## config.mk

```make
export PLATFORM = sky130hd
export DESIGN_NAME = spc_serial_port
export DESIGN_NICKNAME = d
export VERILOG_FILES = /design/src/core/spc_serial_port.v
export VERILOG_INCLUDE_DIRS = /design/src /design/src/core
export SDC_FILE = /design/constraint.sdc
export NUM_CORES = 1
export LEC_CHECK = 0
export BUFFER_PORTS_ARGS = -buffer_cell sky130_fd_sc_hd__buf_2
export CAP_MARGIN = 25
export CORE_ASPECT_RATIO = 0.75
export CORE_MARGIN = 2
export CORE_UTILIZATION = 52
export DETAILED_ROUTE_END_ITERATION = 6
export PLACE_DENSITY_LB_ADDON = 0.2
export SYNTH_ARGS = -nofsm -noshare
export SYNTH_HDL_FRONTEND = slang
export SYNTH_SLANG_ARGS = --single-unit
```

## constraint.sdc

```tcl
create_clock -name aclk -period 3 [get_ports aclk]
set_input_delay 0.45 -clock aclk [delete_from_list [all_inputs] [get_ports aclk]]
set_output_delay 0.45 -clock aclk [all_outputs]
set_load 0.1 [all_outputs]
```

## src/core/spc_defines.vh

```
`ifndef SPC_DEFINES_VH
`define SPC_DEFINES_VH
`define SPC_OFF_CTRL 2'h0
`define SPC_OFF_FLAGS 2'h1
`define SPC_OFF_FMT 2'h2
`define SPC_CTRL_RST 8'h00
`define SPC_FLAGS_RST 8'h84
`define SPC_FMT_RST 8'h00
`define SPC_B_TIE 7
`define SPC_B_RIE 6
`define SPC_B_TE 5
`define SPC_B_RE 4
`define SPC_B_ADDR_WAIT_IRQ_EN 3
`define SPC_B_TX_DONE_IRQ_EN 2
`define SPC_B_CKHI 1
`define SPC_B_TX_HOLDING_EMPTY 7
`define SPC_B_RX_HOLDING_FULL 6
`define SPC_B_OVERRUN_FLAG 5
`define SPC_B_FER 4
`define SPC_B_PER 3
`define SPC_B_TEND 2
`define SPC_B_MPB 1
`define SPC_B_SYNC 7
`define SPC_B_MP 2
`define SPC_CLR_MASK 8'hF8
`define SPC_RESP_OK 2'h0
`define SPC_RESP_ERR 2'h2
`define SPC_PAD 24'h000000
`endif

```

## src/core/spc_serial_port.v

```verilog
// Summary of operation
// - Control register always accessible; zero on reset, standby.
// - Holding-empty request when transfer empties holding.
// - Holding-empty request drops on flag clear, disable.
// - Receive interrupt enable gates full and error requests.
// - Receive requests drop on flag clear, disable.
// - Transmitter off forces holding-empty flag high.
// - Transmit starts once holding written, flag cleared.
// - Receiver disable keeps receive flags unchanged.
// - Reception begins on start bit or clock.
// - Address wait suppresses frames only in asynchronous multiprocessor format; addr_wait_active sets in any format.
// - Address wait suppresses frames with bit zero.
// - Address frame sets bit, ends wait itself.
// - Wait state clears on disable or address frame.
// - Done request when last bit sent, nothing waiting.
// - External async clock runs sixteen times bit rate.
// - Flags clear only after read set; ones ignored.
`include "spc_defines.vh"
module spc_serial_port (
  // Clock and reset.
  input wire aclk,
  input wire aresetn,
  // AXI4-Lite write address.
  input wire awvalid,
  output reg awready,
  input wire [3:0] awaddr,
  // AXI4-Lite write data.
  input wire wvalid,
  output reg wready,
  input wire [31:0] wdata,
  input wire [3:0] wstrb,
  // AXI4-Lite write response.
  output reg bvalid,
  input wire bready,
  output reg [1:0] bresp,
  // AXI4-Lite read address.
  input wire arvalid,
  output reg arready,
  input wire [3:0] araddr,
  // AXI4-Lite read data.
  output reg rvalid,
  input wire rready,
  output reg [31:0] rdata,
  output reg [1:0] rresp,
  // Power state.
  input wire standby,
  // Transmit side events.
  input wire hold_written,
  input wire hold_to_shift,
  input wire shift_idle,
  input wire last_bit_sent,
  // Receive side events.
  input wire start_bit_seen,
  input wire sclk_seen,
  input wire frame_done,
  input wire frame_mpb,
  input wire frame_ferr,
  input wire frame_perr,
  // Controls to the serial engines.
  output reg tx_on,
  output reg rx_on,
  output reg tx_start,
  output reg rx_begin,
  output reg rx_xfer,
  output reg [1:0] clk_src_sel,
  output reg ext_clk_x16,
  output reg addr_wait_active,
  // Interrupt requests.
  output reg tx_empty_irq,
  output reg rx_full_irq,
  output reg rx_error_irq,
  output reg tx_done_irq
);

// ----------------------------------------
// Registers and decode
// ----------------------------------------
reg [7:0] serial_control_reg;
reg [7:0] serial_flags_reg;
reg [7:0] serial_format_reg;
reg [7:0] read_armed;
reg aw_got;
reg w_got;
reg [1:0] aw_idx;
reg aw_ok;
reg [31:0] w_data;
reg w_lane;
wire clr = ~aresetn | standby;
wire aw_hs = awvalid & awready;
wire w_hs = wvalid & wready;
wire ar_hs = arvalid & arready;
wire wr_go = aw_got & w_got & ~bvalid;
wire wr_ctrl = wr_go & aw_ok & w_lane & (aw_idx == `SPC_OFF_CTRL);
wire wr_flags = wr_go & aw_ok & w_lane & (aw_idx == `SPC_OFF_FLAGS);
wire wr_fmt = wr_go & aw_ok & w_lane & (aw_idx == `SPC_OFF_FMT);
wire rd_flags = ar_hs & (araddr[3:2] == `SPC_OFF_FLAGS) & (araddr[1:0] == 2'h0);
wire async_mp = ~serial_format_reg[`SPC_B_SYNC] & serial_format_reg[`SPC_B_MP];
wire [7:0] wr_val = w_data[7:0];
wire [7:0] sw_clear = wr_flags ? (read_armed & ~wr_val & `SPC_CLR_MASK) : 8'h00;

// ----------------------------------------
// Write channel
// ----------------------------------------
always @(posedge aclk) begin
  if (!aresetn) begin
    awready <= 1'b1;
    wready <= 1'b1;
    aw_got <= 1'b0;
    w_got <= 1'b0;
    aw_idx <= 2'h0;
    aw_ok <= 1'b0;
    w_data <= 32'h00000000;
    w_lane <= 1'b0;
    bvalid <= 1'b0;
    bresp <= `SPC_RESP_OK;
  end else begin
    if (aw_hs) begin
      aw_got <= 1'b1;
      awready <= 1'b0;
      aw_idx <= awaddr[3:2];
      aw_ok <= (awaddr[1:0] == 2'h0) & (awaddr[3:2] != 2'h3);
    end
    if (w_hs) begin
      w_got <= 1'b1;
      wready <= 1'b0;
      w_data <= wdata;
      w_lane <= wstrb[0];
    end
    if (wr_go) begin
      bvalid <= 1'b1;
      bresp <= aw_ok ? `SPC_RESP_OK : `SPC_RESP_ERR;
      aw_got <= 1'b0;
      w_got <= 1'b0;
    end
    if (bvalid & bready) begin
      bvalid <= 1'b0;
      awready <= 1'b1;
      wready <= 1'b1;
    end
  end
end

// ----------------------------------------
// Read channel
// ----------------------------------------
always @(posedge aclk) begin
  if (!aresetn) begin
    arready <= 1'b1;
    rvalid <= 1'b0;
    rdata <= 32'h00000000;
    rresp <= `SPC_RESP_OK;
  end else begin
    if (ar_hs) begin
      arready <= 1'b0;
      rvalid <= 1'b1;
      rresp <= `SPC_RESP_OK;
      rdata <= 32'h00000000;
      if (araddr[1:0] != 2'h0) begin
        rresp <= `SPC_RESP_ERR;
      end else begin
        case (araddr[3:2])
          `SPC_OFF_CTRL: rdata <= {`SPC_PAD, serial_control_reg};
          `SPC_OFF_FLAGS: rdata <= {`SPC_PAD, serial_flags_reg};
          `SPC_OFF_FMT: rdata <= {`SPC_PAD, serial_format_reg};
          default: rresp <= `SPC_RESP_ERR;
        endcase
      end
    end
    if (rvalid & rready) begin
      rvalid <= 1'b0;
      arready <= 1'b1;
    end
  end
end

// ----------------------------------------
// Receive frame qualification and transmit end
// ----------------------------------------
wire waiting = serial_control_reg[`SPC_B_ADDR_WAIT_IRQ_EN] & async_mp;
wire addr_frame = frame_done & frame_mpb;
wire take = frame_done & ~(waiting & ~frame_mpb);
wire overrun = take & serial_flags_reg[`SPC_B_RX_HOLDING_FULL];
wire tend_set = last_bit_sent & serial_flags_reg[`SPC_B_TX_HOLDING_EMPTY];

// ----------------------------------------
// Control and format registers
// ----------------------------------------
always @(posedge aclk) begin
  if (clr) begin
    serial_control_reg <= `SPC_CTRL_RST;
    serial_format_reg <= `SPC_FMT_RST;
    addr_wait_active <= 1'b0;
  end else begin
    if (wr_ctrl) begin
      serial_control_reg <= wr_val;
    end
    if (wr_fmt) begin
      serial_format_reg <= wr_val;
    end
    if (addr_frame & waiting) begin
      serial_control_reg[`SPC_B_ADDR_WAIT_IRQ_EN] <= 1'b0;
    end
    if (wr_ctrl & wr_val[`SPC_B_ADDR_WAIT_IRQ_EN]) begin
      addr_wait_active <= 1'b1;
    end
    if ((wr_ctrl & ~wr_val[`SPC_B_ADDR_WAIT_IRQ_EN]) | addr_frame) begin
      addr_wait_active <= 1'b0;
    end
  end
end

// ----------------------------------------
// Status flags
// ----------------------------------------
always @(posedge aclk) begin
  if (clr) begin
    serial_flags_reg <= `SPC_FLAGS_RST;
    read_armed <= 8'h00;
  end else begin
    read_armed <= (read_armed & ~sw_clear) | (rd_flags ? serial_flags_reg : 8'h00);
    serial_flags_reg <= serial_flags_reg & ~sw_clear;
    if (hold_written) begin
      serial_flags_reg[`SPC_B_TX_HOLDING_EMPTY] <= 1'b0;
    end
    if (sw_clear[`SPC_B_TX_HOLDING_EMPTY] | hold_written) begin
      serial_flags_reg[`SPC_B_TEND] <= 1'b0;
    end
    if (tend_set) begin
      serial_flags_reg[`SPC_B_TEND] <= 1'b1;
    end
    if (hold_to_shift | ~serial_control_reg[`SPC_B_TE]) begin
      serial_flags_reg[`SPC_B_TX_HOLDING_EMPTY] <= 1'b1;
    end
    if (frame_done & async_mp) begin
      serial_flags_reg[`SPC_B_MPB] <= frame_mpb;
    end
    if (take) begin
      if (overrun) begin
        serial_flags_reg[`SPC_B_OVERRUN_FLAG] <= 1'b1;
      end else begin
        serial_flags_reg[`SPC_B_RX_HOLDING_FULL] <= 1'b1;
      end
      if (frame_ferr) begin
        serial_flags_reg[`SPC_B_FER] <= 1'b1;
      end
      if (frame_perr & ~async_mp) begin
        serial_flags_reg[`SPC_B_PER] <= 1'b1;
      end
    end
  end
end

// ----------------------------------------
// Engine controls
// ----------------------------------------
always @(posedge aclk) begin
  if (clr) begin
    tx_on <= 1'b0;
    rx_on <= 1'b0;
    tx_start <= 1'b0;
    rx_begin <= 1'b0;
    rx_xfer <= 1'b0;
    clk_src_sel <= 2'h0;
    ext_clk_x16 <= 1'b0;
  end else begin
    tx_on <= serial_control_reg[`SPC_B_TE];
    rx_on <= serial_control_reg[`SPC_B_RE];
    clk_src_sel <= serial_control_reg[`SPC_B_CKHI:0];
    ext_clk_x16 <= serial_control_reg[`SPC_B_CKHI] & ~serial_format_reg[`SPC_B_SYNC];
    tx_start <= serial_control_reg[`SPC_B_TE] & ~serial_flags_reg[`SPC_B_TX_HOLDING_EMPTY]
      & shift_idle & ~tx_start & ~hold_to_shift;
    rx_begin <= serial_control_reg[`SPC_B_RE] & (serial_format_reg[`SPC_B_SYNC]
      ? sclk_seen : start_bit_seen);
    rx_xfer <= take & ~overrun & serial_control_reg[`SPC_B_RE];
  end
end

// ----------------------------------------
// Interrupt requests
// ----------------------------------------
always @(posedge aclk) begin
  if (clr) begin
    tx_empty_irq <= 1'b0;
    rx_full_irq <= 1'b0;
    rx_error_irq <= 1'b0;
    tx_done_irq <= 1'b0;
  end else begin
    tx_empty_irq <= serial_control_reg[`SPC_B_TIE] & serial_flags_reg[`SPC_B_TX_HOLDING_EMPTY];
    rx_full_irq <= serial_control_reg[`SPC_B_RIE] & serial_flags_reg[`SPC_B_RX_HOLDING_FULL];
    rx_error_irq <= serial_control_reg[`SPC_B_RIE] & (serial_flags_reg[`SPC_B_OVERRUN_FLAG]
      | serial_flags_reg[`SPC_B_FER] | serial_flags_reg[`SPC_B_PER]);
    tx_done_irq <= serial_control_reg[`SPC_B_TX_DONE_IRQ_EN] & serial_flags_reg[`SPC_B_TEND];
  end
end

endmodule // spc_serial_port

```

== Word level (Yosys, flattened, before mapping) ==
Index checks and enable logic that the tools add are counted.

* Output and inout port bits: 54
* Memory bits (writable): 0
* Latch bits: 0
* Logic and storage cells: 130
* Register bits after elaboration: 100
* Input port bits: 62
* Memories: 0
* Memory bits (read-only): 0

* Muxes and demuxes: 16
* Equal/unequal tests: 5
* $lt $le $gt $ge: 0
* $mul: 0
* Shift operators: 0
* $add $sub $neg: 0
* Bitwise gates (word level): 63
* Reductions and logical operators: 13
* Divide/modulo/power cells: 0

{| class="wikitable"
|+ Operators with widths
! kind !! number
|-
| AND 1 bit || 39
|-
| AND 8 bit || 3
|-
| two-way mux 8 bit || 3
|-
| one-hot mux 8 bit (3 select lines) || 1
|-
| inverter 8 bit || 2
|-
| OR reduction 2 bit || 7
|-
| inverter 1 bit || 12
|-
| logical NOT 2 bit || 4
|-
| two-way mux 1 bit || 8
|-
| OR 8 bit || 1
|-
| two-way mux 2 bit || 3
|-
| OR 1 bit || 6
|-
| == test 2 x 1 -> 1 bit, second input constant || 2
|-
| == test 2 bit, second input constant || 2
|-
| two-way mux 4 bit || 1
|-
| OR reduction 3 bit || 1
|-
| inequality test 2 bit, second input constant || 1
|-
| nonzero test 2 bit || 1
|}

== Depth between registers and ports, before layout ==
Gate-level depths: netlist of the first run.

* Depth in word-level cells: 10
* Mapped depth: 5
* Gate-level depth less buffers: 3

== Worst setup path before layout of the first run ==
No wires, ideal clock.

* Kind: register -> register
* Start: register arready
* End: register rdata[6]
* Library setup time: 0.062 ns
* Slack: 1.069 ns
* Data arrival time: 1.868 ns
* Cell stages (with the launch flop): 5
* Clock period less this slack: 1.931 ns
* Buffers on the path: 1
* Data required time: 2.938 ns
* Cells stage by stage: dfxtp_1 and4bb_2 and3_1 clkbuf_1 a22o_1

* Cells in the longest elaborated chain, start to end: 1

{| class="wikitable"
|+ RTL lines
! what !! RTL line !! source
|-
| from (decl) || spc_serial_port.v:38 || <nowiki>output reg arready,</nowiki>
|-
| from (signal assigned) || spc_serial_port.v:148 || <nowiki>arready <= 1'b1;</nowiki>
|-
| from (signal assigned) || spc_serial_port.v:154 || <nowiki>arready <= 1'b0;</nowiki>
|-
| from (signal assigned) || spc_serial_port.v:171 || <nowiki>arready <= 1'b1;</nowiki>
|-
| AND 1 bit || spc_serial_port.v:91 || <nowiki>wire ar_hs = arvalid & arready;</nowiki>
|-
| to (signal assigned) || spc_serial_port.v:162 || <nowiki>`SPC_OFF_CTRL: rdata <= {`SPC_PAD, serial_control_reg};</nowiki>
|-
| to (signal assigned) || spc_serial_port.v:163 || <nowiki>`SPC_OFF_FLAGS: rdata <= {`SPC_PAD, serial_flags_reg};</nowiki>
|-
| to (signal assigned) || spc_serial_port.v:164 || <nowiki>`SPC_OFF_FMT: rdata <= {`SPC_PAD, serial_format_reg};</nowiki>
|-
| to (decl) || spc_serial_port.v:43 || <nowiki>output reg [31:0] rdata,</nowiki>
|}

No other way between the ends.
A chain may end at the register's enable or synchronous reset.

== Worst setup path in the final report of the first run ==
* Start: register arready
* End: output port arready

No word-level cell between the ends.

==> reports/results.txt, run 1 <==
status: finished clean
CP cell instances: buf_2
main combinational cell family by area after synthesis: compound AO/OA/AOI/OAI gates
fin crit period: 1658 ps
Simple-Gate Fraction of Synth Area: 0.1903
initial core utilization: 0.5475
CTS sink cnt: 70
CP Buf/Inv Count: 1
Clk Latency, worst-skew pair: 350 ps
Distinct cells, synth: 41
Synth Area in XOR/XNOR: 0
critical path's largest stage delay: 460 ps
CTS Buf Count: 9
setup_tns: 0 ps
worst vdd ir: 0.3411 mV
wire length after detailed routing: 6.536 mm
Rel. slew slack: 0.5197
nets: 445
leakage: 1.486 nW
pins over their slew limit: 0
Synth Area in Adders: 0
DR vias/cell: 5.320
Design Power: 0.002092 W
DR WL/cell: 14.15 um
initial antenna violation count: 0
Mapped Avg Cell Area: 9.135 um^2
worst-margin pin slew: 720.4 ps
Slowest-stage cell, CP: buf_2
Mapped Cells: 326
Clock Path Buffers: 2
Hold Fails Final Rpt: 0
WS Path Type: reg -> out
CTS tree: done
number of global-route vias before repair: 2,092
Hold Slack: 318.0 ps
commonest non-fill, non-tap cell in the layout: dfxtp_1
first-pass GRT wire length: 10.43 mm
H-tree levels: 3
Crit. End Element: output port
Synth Area in Compound Gates: 0.1954
clk slew on worst S/H paths: 80 ps
Critical Path AT: 1210 ps
PostCTS Resize Cnt: 0
most frequent cells in the layout: dfxtp_1, buf_2, a21oi_1
drt first pass iters: 4
total core area: 0.005439 mm^2
full die area: 0.006354 mm^2
I/O Pins: 116
Peak Freq: 0.6030 GHz
maximum capacitance violations: 0
Routed Antenna Nets: 0
RSZ-0062 raised after global routing: false
port buffer count: 62
sequential-to-total area share from yosys stat: 0.4706
gpl congestion: 0.7709
mapped cell area: 0.002978 mm^2
yosys warns: 0
area occupied by multi-input gates: 0.001359 mm^2
period utilization: 0.5528
DR DRC count: 0
CTS root buf: clkbuf_8
post-CTS setup buffer count: 0
Initial DRC Count: 178
cell taking the most area after synthesis: dfxtp_1
largest net degree at the start of global routing: 28
share of post-route cells with drive strength above 1: 0.2274
CP required: 2550 ps
Pwr Density: 609.7 mW/mm^2
worst-case clock skew: 6.532 ps
Worst setup SP type: register
post-DP HPWL: 4.586 mm
routed vias: 2,458
Register Area: 0.001401 mm^2
Die X: 91.38 um
area growth from synthesis to layout: 15.25%
grt total ovfl: 0
Synth top area share: 0.4706
final core occ: 0.6310
Hold Crit Class: in -> reg
mux share of post-synthesis cell area: 0.03782
FF+latch count, synth: 70
row count: 23
Critical Path Fanout Max: 6
top cells by area, synth: dfxtp_1, buf_4, a21oi_1
Final setup viols: 0
Post-CTS Hold Fix Bufs: 0
FILL cells: 483
Die Ht: 69.54 um
cell family with most CP delay: buffers and inverters
# diodes: 0
Total GRT Usage: 0.2092
power breakdown:
group	total, W	switching (W)	internal (W)
Sequential	0.000974	0.0000246	0.000950
Clock	0.000812	0.000351	0.000461
Combinational	0.000306	0.000257	0.0000496
metal layers:
| layer | share of wire | global-route usage | vias up |
|---|---|---|---|
| met5 | 0 | 0 | - |
| met4 | 0.0086 | 0.05051 | 0 |
| met3 | 0.075 | 0.07500 | 6 |
| met2 | 0.43 | 0.2966 | 94 |
| met1 | 0.48 | 0.3021 | 1131 |
| li1 | - | - | 1227 |
stage by stage:
| step | worst slack [ps] | std cells | area, um^2 |
|---|---|---|---|
| 6_report | 1342 | 462 | 3432 |
| 5_1_grt | 1279 | 462 | 3432 |
| 4_1_cts | 1328 | 462 | 3432 |
| 3_5_place_dp | 1216 | 447 | 3221 |
| 3_3_place_gp | 1264 | 447 | 3221 |
| 2_1_floorplan | 1069 | 351 | 3072 |
cell usage after synthesis (all sizes together):
master / count
nor3b: 1
or3: 4
conb: 1
a32o: 4
nor4: 4
nor3: 2
a211oi: 4
nor2: 7
inv: 11
a32oi: 1
nor4b: 1
dfxtp: 70
mux2i: 9
o311a: 1
a21oi: 35
nor2b: 4
and4bb: 2
a2111o: 1
nand2b: 5
a22o: 7
nand3b: 3
nand3: 18
o221a: 1
nand4bb: 1
and3b: 1
and3: 5
mux2: 2
a221o: 1
and2: 4
buf: 35
nand4b: 2
and4b: 1
clkbuf: 8
nand2: 33
o2bb2ai: 8
o2111ai: 2
o21ai: 27
worst paths after layout:
| check | from | to | slack [ps] | cells after the start |
|---|---|---|---|---|
| max | arready | arready | 1340 | 1 |
| min | hold_to_shift | serial_flags_reg[7] | 320 | 3 |
| max reg2reg | w_got | serial_control_reg[3] | 1470 | 3 |
| min reg2reg | read_armed[6] | read_armed[6] | 470 | 2 |
final cells by class:
class,instances,share of cell area
clock inverter,6,0.02552
multi-input combinational,227,0.3959
clock buffer,9,0.03609
sequential,70,0.4083
tap,75,0.02734
timing repair buffer,64,0.09479
inverter,11,0.01203
logic make-up after synthesis:
group           after synthesis
flops                        70
simple gates                 98
compound gates               92
mux                          11
buf+inv                      54
other cells                   1
(Power assumes the default switching activity.)
==> run 2, diff against run 1 <==
--- a/config.mk
+++ b/config.mk
@@ -10,7 +10,7 @@
 export CAP_MARGIN = 25
 export CORE_ASPECT_RATIO = 0.75
 export CORE_MARGIN = 2
-export CORE_UTILIZATION = 52
+export CORE_UTILIZATION = 44
 export DETAILED_ROUTE_END_ITERATION = 6
 export PLACE_DENSITY_LB_ADDON = 0.2
 export SYNTH_ARGS = -nofsm -noshare
==> constraint.sdc (replaced) <==
create_clock -name aclk -period 1.4 [get_ports aclk]
set_input_delay 0.21 -clock aclk [delete_from_list [all_inputs] [get_ports aclk]]
set_output_delay 0.21 -clock aclk [all_outputs]
set_load 0.1 [all_outputs]
==> run 2 against run 1 <==
- clock power grew 120%
- critical path depth is the same
- critical path type unchanged
- sequential power grew 110%
- via count grew 2.1%
- largest power group unchanged
- highest routed layer unchanged
==> reports/results.txt, run 2 (synthesis results as in run 1) <==
status: finished clean
hold path start: wvalid
I/O Pins: 116 (unchanged)
largest net degree at the start of global routing: 22 (-21%)
DR DRC count: 0 (unchanged)
fin crit period: 1356 ps
port buffer count: 62 (unchanged)
Worst Reg2Reg Path Length in Cells: 3 (unchanged)
row count: 25 (+8.7%)
initial core utilization: 0.4644 (-0.08311)
R2R Path Start: bvalid
Hold Crit Class: in -> reg
# diodes: 0 (unchanged)
maximum capacitance violations: 0 (unchanged)
DR vias/cell: 5.175 (-2.7%)
Peak Freq: 0.7376 GHz
H-tree levels: 3 (unchanged)
setup_tns: 0 ps (unchanged)
critical path's largest stage delay: 420 ps (-40 ps)
Slowest-stage cell, CP: buf_2
gpl congestion: 0.8383 (+8.7%)
cell family with most CP delay: buffers and inverters
Die X: 99.00 um (+8.3%)
worst-case clock skew: 5.402 ps (-1.129 ps)
CTS Buf Count: 9 (unchanged)
initial antenna violation count: 0 (unchanged)
worst vdd ir: 0.6380 mV (+87%)
Critical Path Fanout Max: 6 (unchanged)
Hold Fails Final Rpt: 0 (unchanged)
pins over their slew limit: 0 (unchanged)
grt total ovfl: 0 (unchanged)
share of post-route cells with drive strength above 1: 0.2797 (+0.05231)
first-pass GRT wire length: 10.93 mm (+4.8%)
FILL cells: 608 (+26%)
Critical Path AT: 1150 ps (-60 ps)
leakage: 1.591 nW (+7.0%)
Hold Path Depth: 2 (-1)
Post-CTS Hold Fix Bufs: 0 (unchanged)
post-DP HPWL: 4.986 mm (+8.7%)
commonest non-fill, non-tap cell in the layout: dfxtp_1
CP Launch Point: bvalid
CTS tree: done
Cell Area, Placed: 0.003385 mm^2 (+5.1%)
number of global-route vias before repair: 2,190 (+4.7%)
Initial DRC Count: 154 (-13%)
Routed Antenna Nets: 0 (unchanged)
Clk Latency, worst-skew pair: 350 ps (about the same)
Final setup viols: 0 (unchanged)
most frequent cells in the layout: dfxtp_1, buf_2, a21oi_1
full die area: 0.007449 mm^2 (+17%)
Crit. End Element: output port
Clock Path Buffers: 2 (unchanged)
nets: 461 (+3.6%)
routed vias: 2,510 (+2.1%)
area occupied by multi-input gates: 0.001364 mm^2 (+0.37%)
WS Path Type: reg -> out
CTS sink cnt: 70 (unchanged)
period utilization: 0.9684
Total GRT Usage: 0.1924 (-0.01679)
fin area: 0.003617 mm^2 (+5.4%)
Hold Slack: 58.01 ps (-260.0 ps)
area growth from synthesis to layout: 21.47%
CP Buf/Inv Count: 1 (unchanged)
Worst setup SP type: register
CP cell instances: buf_2
wire length after detailed routing: 6.786 mm (+3.8%)
total core area: 0.006412 mm^2 (+18%)
CP required: 1190 ps (-1360 ps)
RSZ-0062 raised after global routing: false
DR WL/cell: 13.99 um (-1.1%)
Die Ht: 75.25 um (+8.2%)
CTS root buf: clkbuf_8
Pwr Density: 1266 mW/mm^2 (+110%)
Register Area: 0.001415 mm^2 (+0.98%)
WP depth: 1 (unchanged)
clk slew on worst S/H paths: 70 ps (about the same)
drt first pass iters: 4 (unchanged)
## run 2: repair_timing
action / 4_1_cts / 5_1_grt
endpoints found under the setup margin: 0 / 3
buffers inserted: 0 / 0
resized for setup: 0 / 5
## run 2: worst paths after layout
kind / to / slack [ps]
min: wready / 60
max: bvalid / 40
min reg2reg: read_armed[6] / 460
max reg2reg: read_armed[3] / 50
## run 2: final cells by class
| cell class | count | share of cell area |
|---|---|---|
| clock inverters | 7 | 0.02663 |
| inverters | 11 | 0.01141 |
| repair buffers | 80 | 0.1314 |
| multi-input cells | 227 | 0.3770 |
| flip-flops and latches | 70 | 0.3912 |
| clock buffers | 9 | 0.03424 |
| well taps | 81 | 0.02802 |
## run 2: per-stage QoR
step / utilization / power (W) / worst slack (ps) / cells
3_5_place_dp: 0.5278 / 0.002825 / 48.03 / 469
3_3_place_gp: 0.5278 / 0.002819 / 73.83 / 469
4_1_cts: 0.5621 / 0.004626 / 23.15 / 485
6_report: 0.5641 / 0.004581 / 44.28 / 485
5_1_grt: 0.5641 / 0.004761 / 9.838 / 485
2_1_floorplan: - / 0.002734 / 2.392 / 351
## run 2: layer usage
metal  part of all wire  wire length (um)  global-route usage
met5                  0                 0                   0
met4              0.018               121             0.08676
met3              0.080               546             0.05757
met2               0.43              2929              0.2845
met1               0.47              3188              0.2625
## run 2: where the power goes
part,switching (W),internal [W],total [W]
Combinational,0.000561,0.000138,0.000699
Sequential,0.0000489,0.00204,0.00208
Clock,0.000789,0.00101,0.00180
Total,0.00140,0.00318,0.00458
==> run 3, diff against run 2 <==
--- a/config.mk
+++ b/config.mk
@@ -10,7 +10,7 @@
 export CAP_MARGIN = 25
 export CORE_ASPECT_RATIO = 0.75
 export CORE_MARGIN = 2
-export CORE_UTILIZATION = 44
+export CORE_UTILIZATION = 48
 export DETAILED_ROUTE_END_ITERATION = 6
 export PLACE_DENSITY_LB_ADDON = 0.2
 export SYNTH_ARGS = -nofsm -noshare
==> constraint.sdc (replaced) <==
create_clock -name aclk -period 1.35 [get_ports aclk]
set_input_delay 0.2025 -clock aclk [delete_from_list [all_inputs] [get_ports aclk]]
set_output_delay 0.2025 -clock aclk [all_outputs]
set_load 0.1 [all_outputs]
==> run 3 against run 2 <==
- sequential power grew 4%
- clock power decreased by 13%
- cell count increased by 1.9%
- flip-flop and latch count unchanged
- sequential share of layout area decreased by 1.2 points
- core utilization up 6.9 points
- critical path type is now reg -> reg
- critical endpoint is now read_armed[3]
- largest cell class unchanged
- highest routed layer unchanged
==> reports/results.txt, run 3 (synthesis results as in run 1) <==
DR vias/cell: 5.154 (-0.41%)
Worst Reg2Reg Path Length in Cells: 3 (unchanged)
nets: 473 (+2.6%)
period utilization: 0.9807
worst vdd ir: 0.7887 mV (+24%)
Hold Fails Final Rpt: 0 (unchanged)
grt total ovfl: 0 (unchanged)
CTS sink cnt: 70 (unchanged)
initial core utilization: 0.5034 (+0.03899)
CTS tree: done
DR WL/cell: 13.90 um (-0.64%)
DR DRC count: 0 (unchanged)
Hold Crit Class: in -> reg
number of global-route vias before repair: 2,274 (+3.8%)
routed vias: 2,546 (+1.4%)
Die Ht: 72.21 um (-4.0%)
Worst setup SP type: register
Peak Freq: 0.7553 GHz
pins over their slew limit: 0 (unchanged)
# diodes: 0 (unchanged)
CP required: 1600 ps (+410 ps)
port buffer count: 62 (unchanged)
wire length after detailed routing: 6.868 mm (+1.2%)
fin crit period: 1324 ps
leakage: 1.638 nW (+3.0%)
clk slew on worst S/H paths: 70 ps (about the same)
CTS Buf Count: 9 (unchanged)
area growth from synthesis to layout: 25.71%
Reg2Reg Capture Point: read_armed[3]
Pwr Density: 1197 mW/mm^2 (-5.5%)
WHS Endpoint: wready
CTS root buf: clkbuf_8
Critical Path Fanout Max: 8 (+2)
initial antenna violation count: 0 (unchanged)
setup_tns: 0 ps (unchanged)
drt first pass iters: 4 (unchanged)
share of post-route cells with drive strength above 1: 0.3029 (+0.02318)
WS Path Type: reg -> reg
R2R setup slack: 30 ps (-20 ps)
full die area: 0.006856 mm^2 (-8.0%)
Hold Path Depth: 2 (unchanged)
total core area: 0.005916 mm^2 (-7.7%)
Final Non-Filler Cells: 494 (+1.9%)
Total GRT Usage: 0.2102 (+0.01779)
commonest non-fill, non-tap cell in the layout: dfxtp_1
Crit. End Element: register
worst-case clock skew: 7.880 ps (+2.478 ps)
Post-CTS Hold Fix Bufs: 0 (unchanged)
Final setup viols: 0 (unchanged)
row count: 24 (-4.0%)
Routed Antenna Nets: 0 (unchanged)
post-DP HPWL: 5.258 mm (+5.4%)
first-pass GRT wire length: 10.81 mm (-1.1%)
Clk Latency, worst-skew pair: 350 ps (about the same)
hold path start: wvalid
RSZ-0062 raised after global routing: false
Initial DRC Count: 188 (+22%)
H-tree levels: 3 (unchanged)
maximum capacitance violations: 0 (unchanged)
Critical Path AT: 1570 ps (+420 ps)
most frequent cells in the layout: dfxtp_1, buf_2, a21oi_1
I/O Pins: 116 (unchanged)
status: finished clean
gpl congestion: 0.8866 (+5.8%)
Clock Path Buffers: 2 (unchanged)
dpl cells: 477 (+1.7%)
largest net degree at the start of global routing: 21 (-4.5%)
R2R Path Start: aw_got
Die X: 94.95 um (-4.1%)
[run 3: changes by cell type in the layout (fill, tap and decap cells not counted), sizes merged]
| cell | before | now |
|---|---|---|
| clkinvlp | 1 | 0 |
| inv | 13 | 12 |
| bufinv | 2 | 0 |
| clkbuf | 11 | 27 |
[run 3: how the worst max path moves through the flow]
stage                start             to  slack, ps  cells past startpoint
finish              aw_got  read_armed[3]         30                      3
global route        bvalid  read_armed[3]          6                      3
global placement    bvalid  read_armed[3]         20                      3
CTS                 wready         wready         10                      1
detailed placement   w_got  read_armed[3]        -10                      3
floorplan           bvalid  read_armed[3]        -50                      3
[run 3: critical path: stages, from the launching register on]
cell and delay [ps]:
dfxtp_1 390, nand3b_4 140, or3_4 420, a32o_2 270
[run 3: layout make-up]
| class | instances | area, um^2 |
|---|---|---|
| sequential | 70 | 1421 |
| tap | 78 | 97.59 |
| clock inverter | 3 | 16.27 |
| fill | 508 | 2172 |
| timing repair buffer | 92 | 628.1 |
| multi-input combinational | 227 | 1370 |
| clock buffer | 13 | 168.9 |
| inverter | 11 | 41.29 |
[run 3: layer usage]
metal,routed length (um),GRT usage,vias up
met5,0,0,-
met4,76,0.06119,0
met3,520,0.08930,9
met2,2932,0.3050,93
met1,3338,0.2868,1158
li1,-,-,1286
[run 3: per-stage QoR]
stage / hold WS [ps] / util / setup WS [ps] / power (W) / area, um^2
6_report: 54.67 / 0.6328 / 26.04 / 0.004480 / 3744
5_1_grt: 63.38 / 0.6328 / 5.947 / 0.004654 / 3744
4_1_cts: 52.07 / 0.6242 / 10.59 / 0.004506 / 3692
3_5_place_dp: 422.5 / 0.5909 / -11.60 / 0.002952 / 3496
3_3_place_gp: 402.4 / 0.5909 / 15.58 / 0.002944 / 3496
2_1_floorplan: 291.6 / - / -45.19 / 0.002834 / 3089
[run 3: report_power, final]
group          switching [W]  internal, W  total, W  leakage (nW)
clock network       0.000748     0.000813   0.00156        0.0997
registers          0.0000494      0.00211   0.00216         0.571
logic               0.000591     0.000168  0.000759         0.967
[run 3: timing repair]
action,4_1_cts,5_1_grt
endpoints found under the setup margin,3,22
resized for setup,4,17
setup buffers,0,1
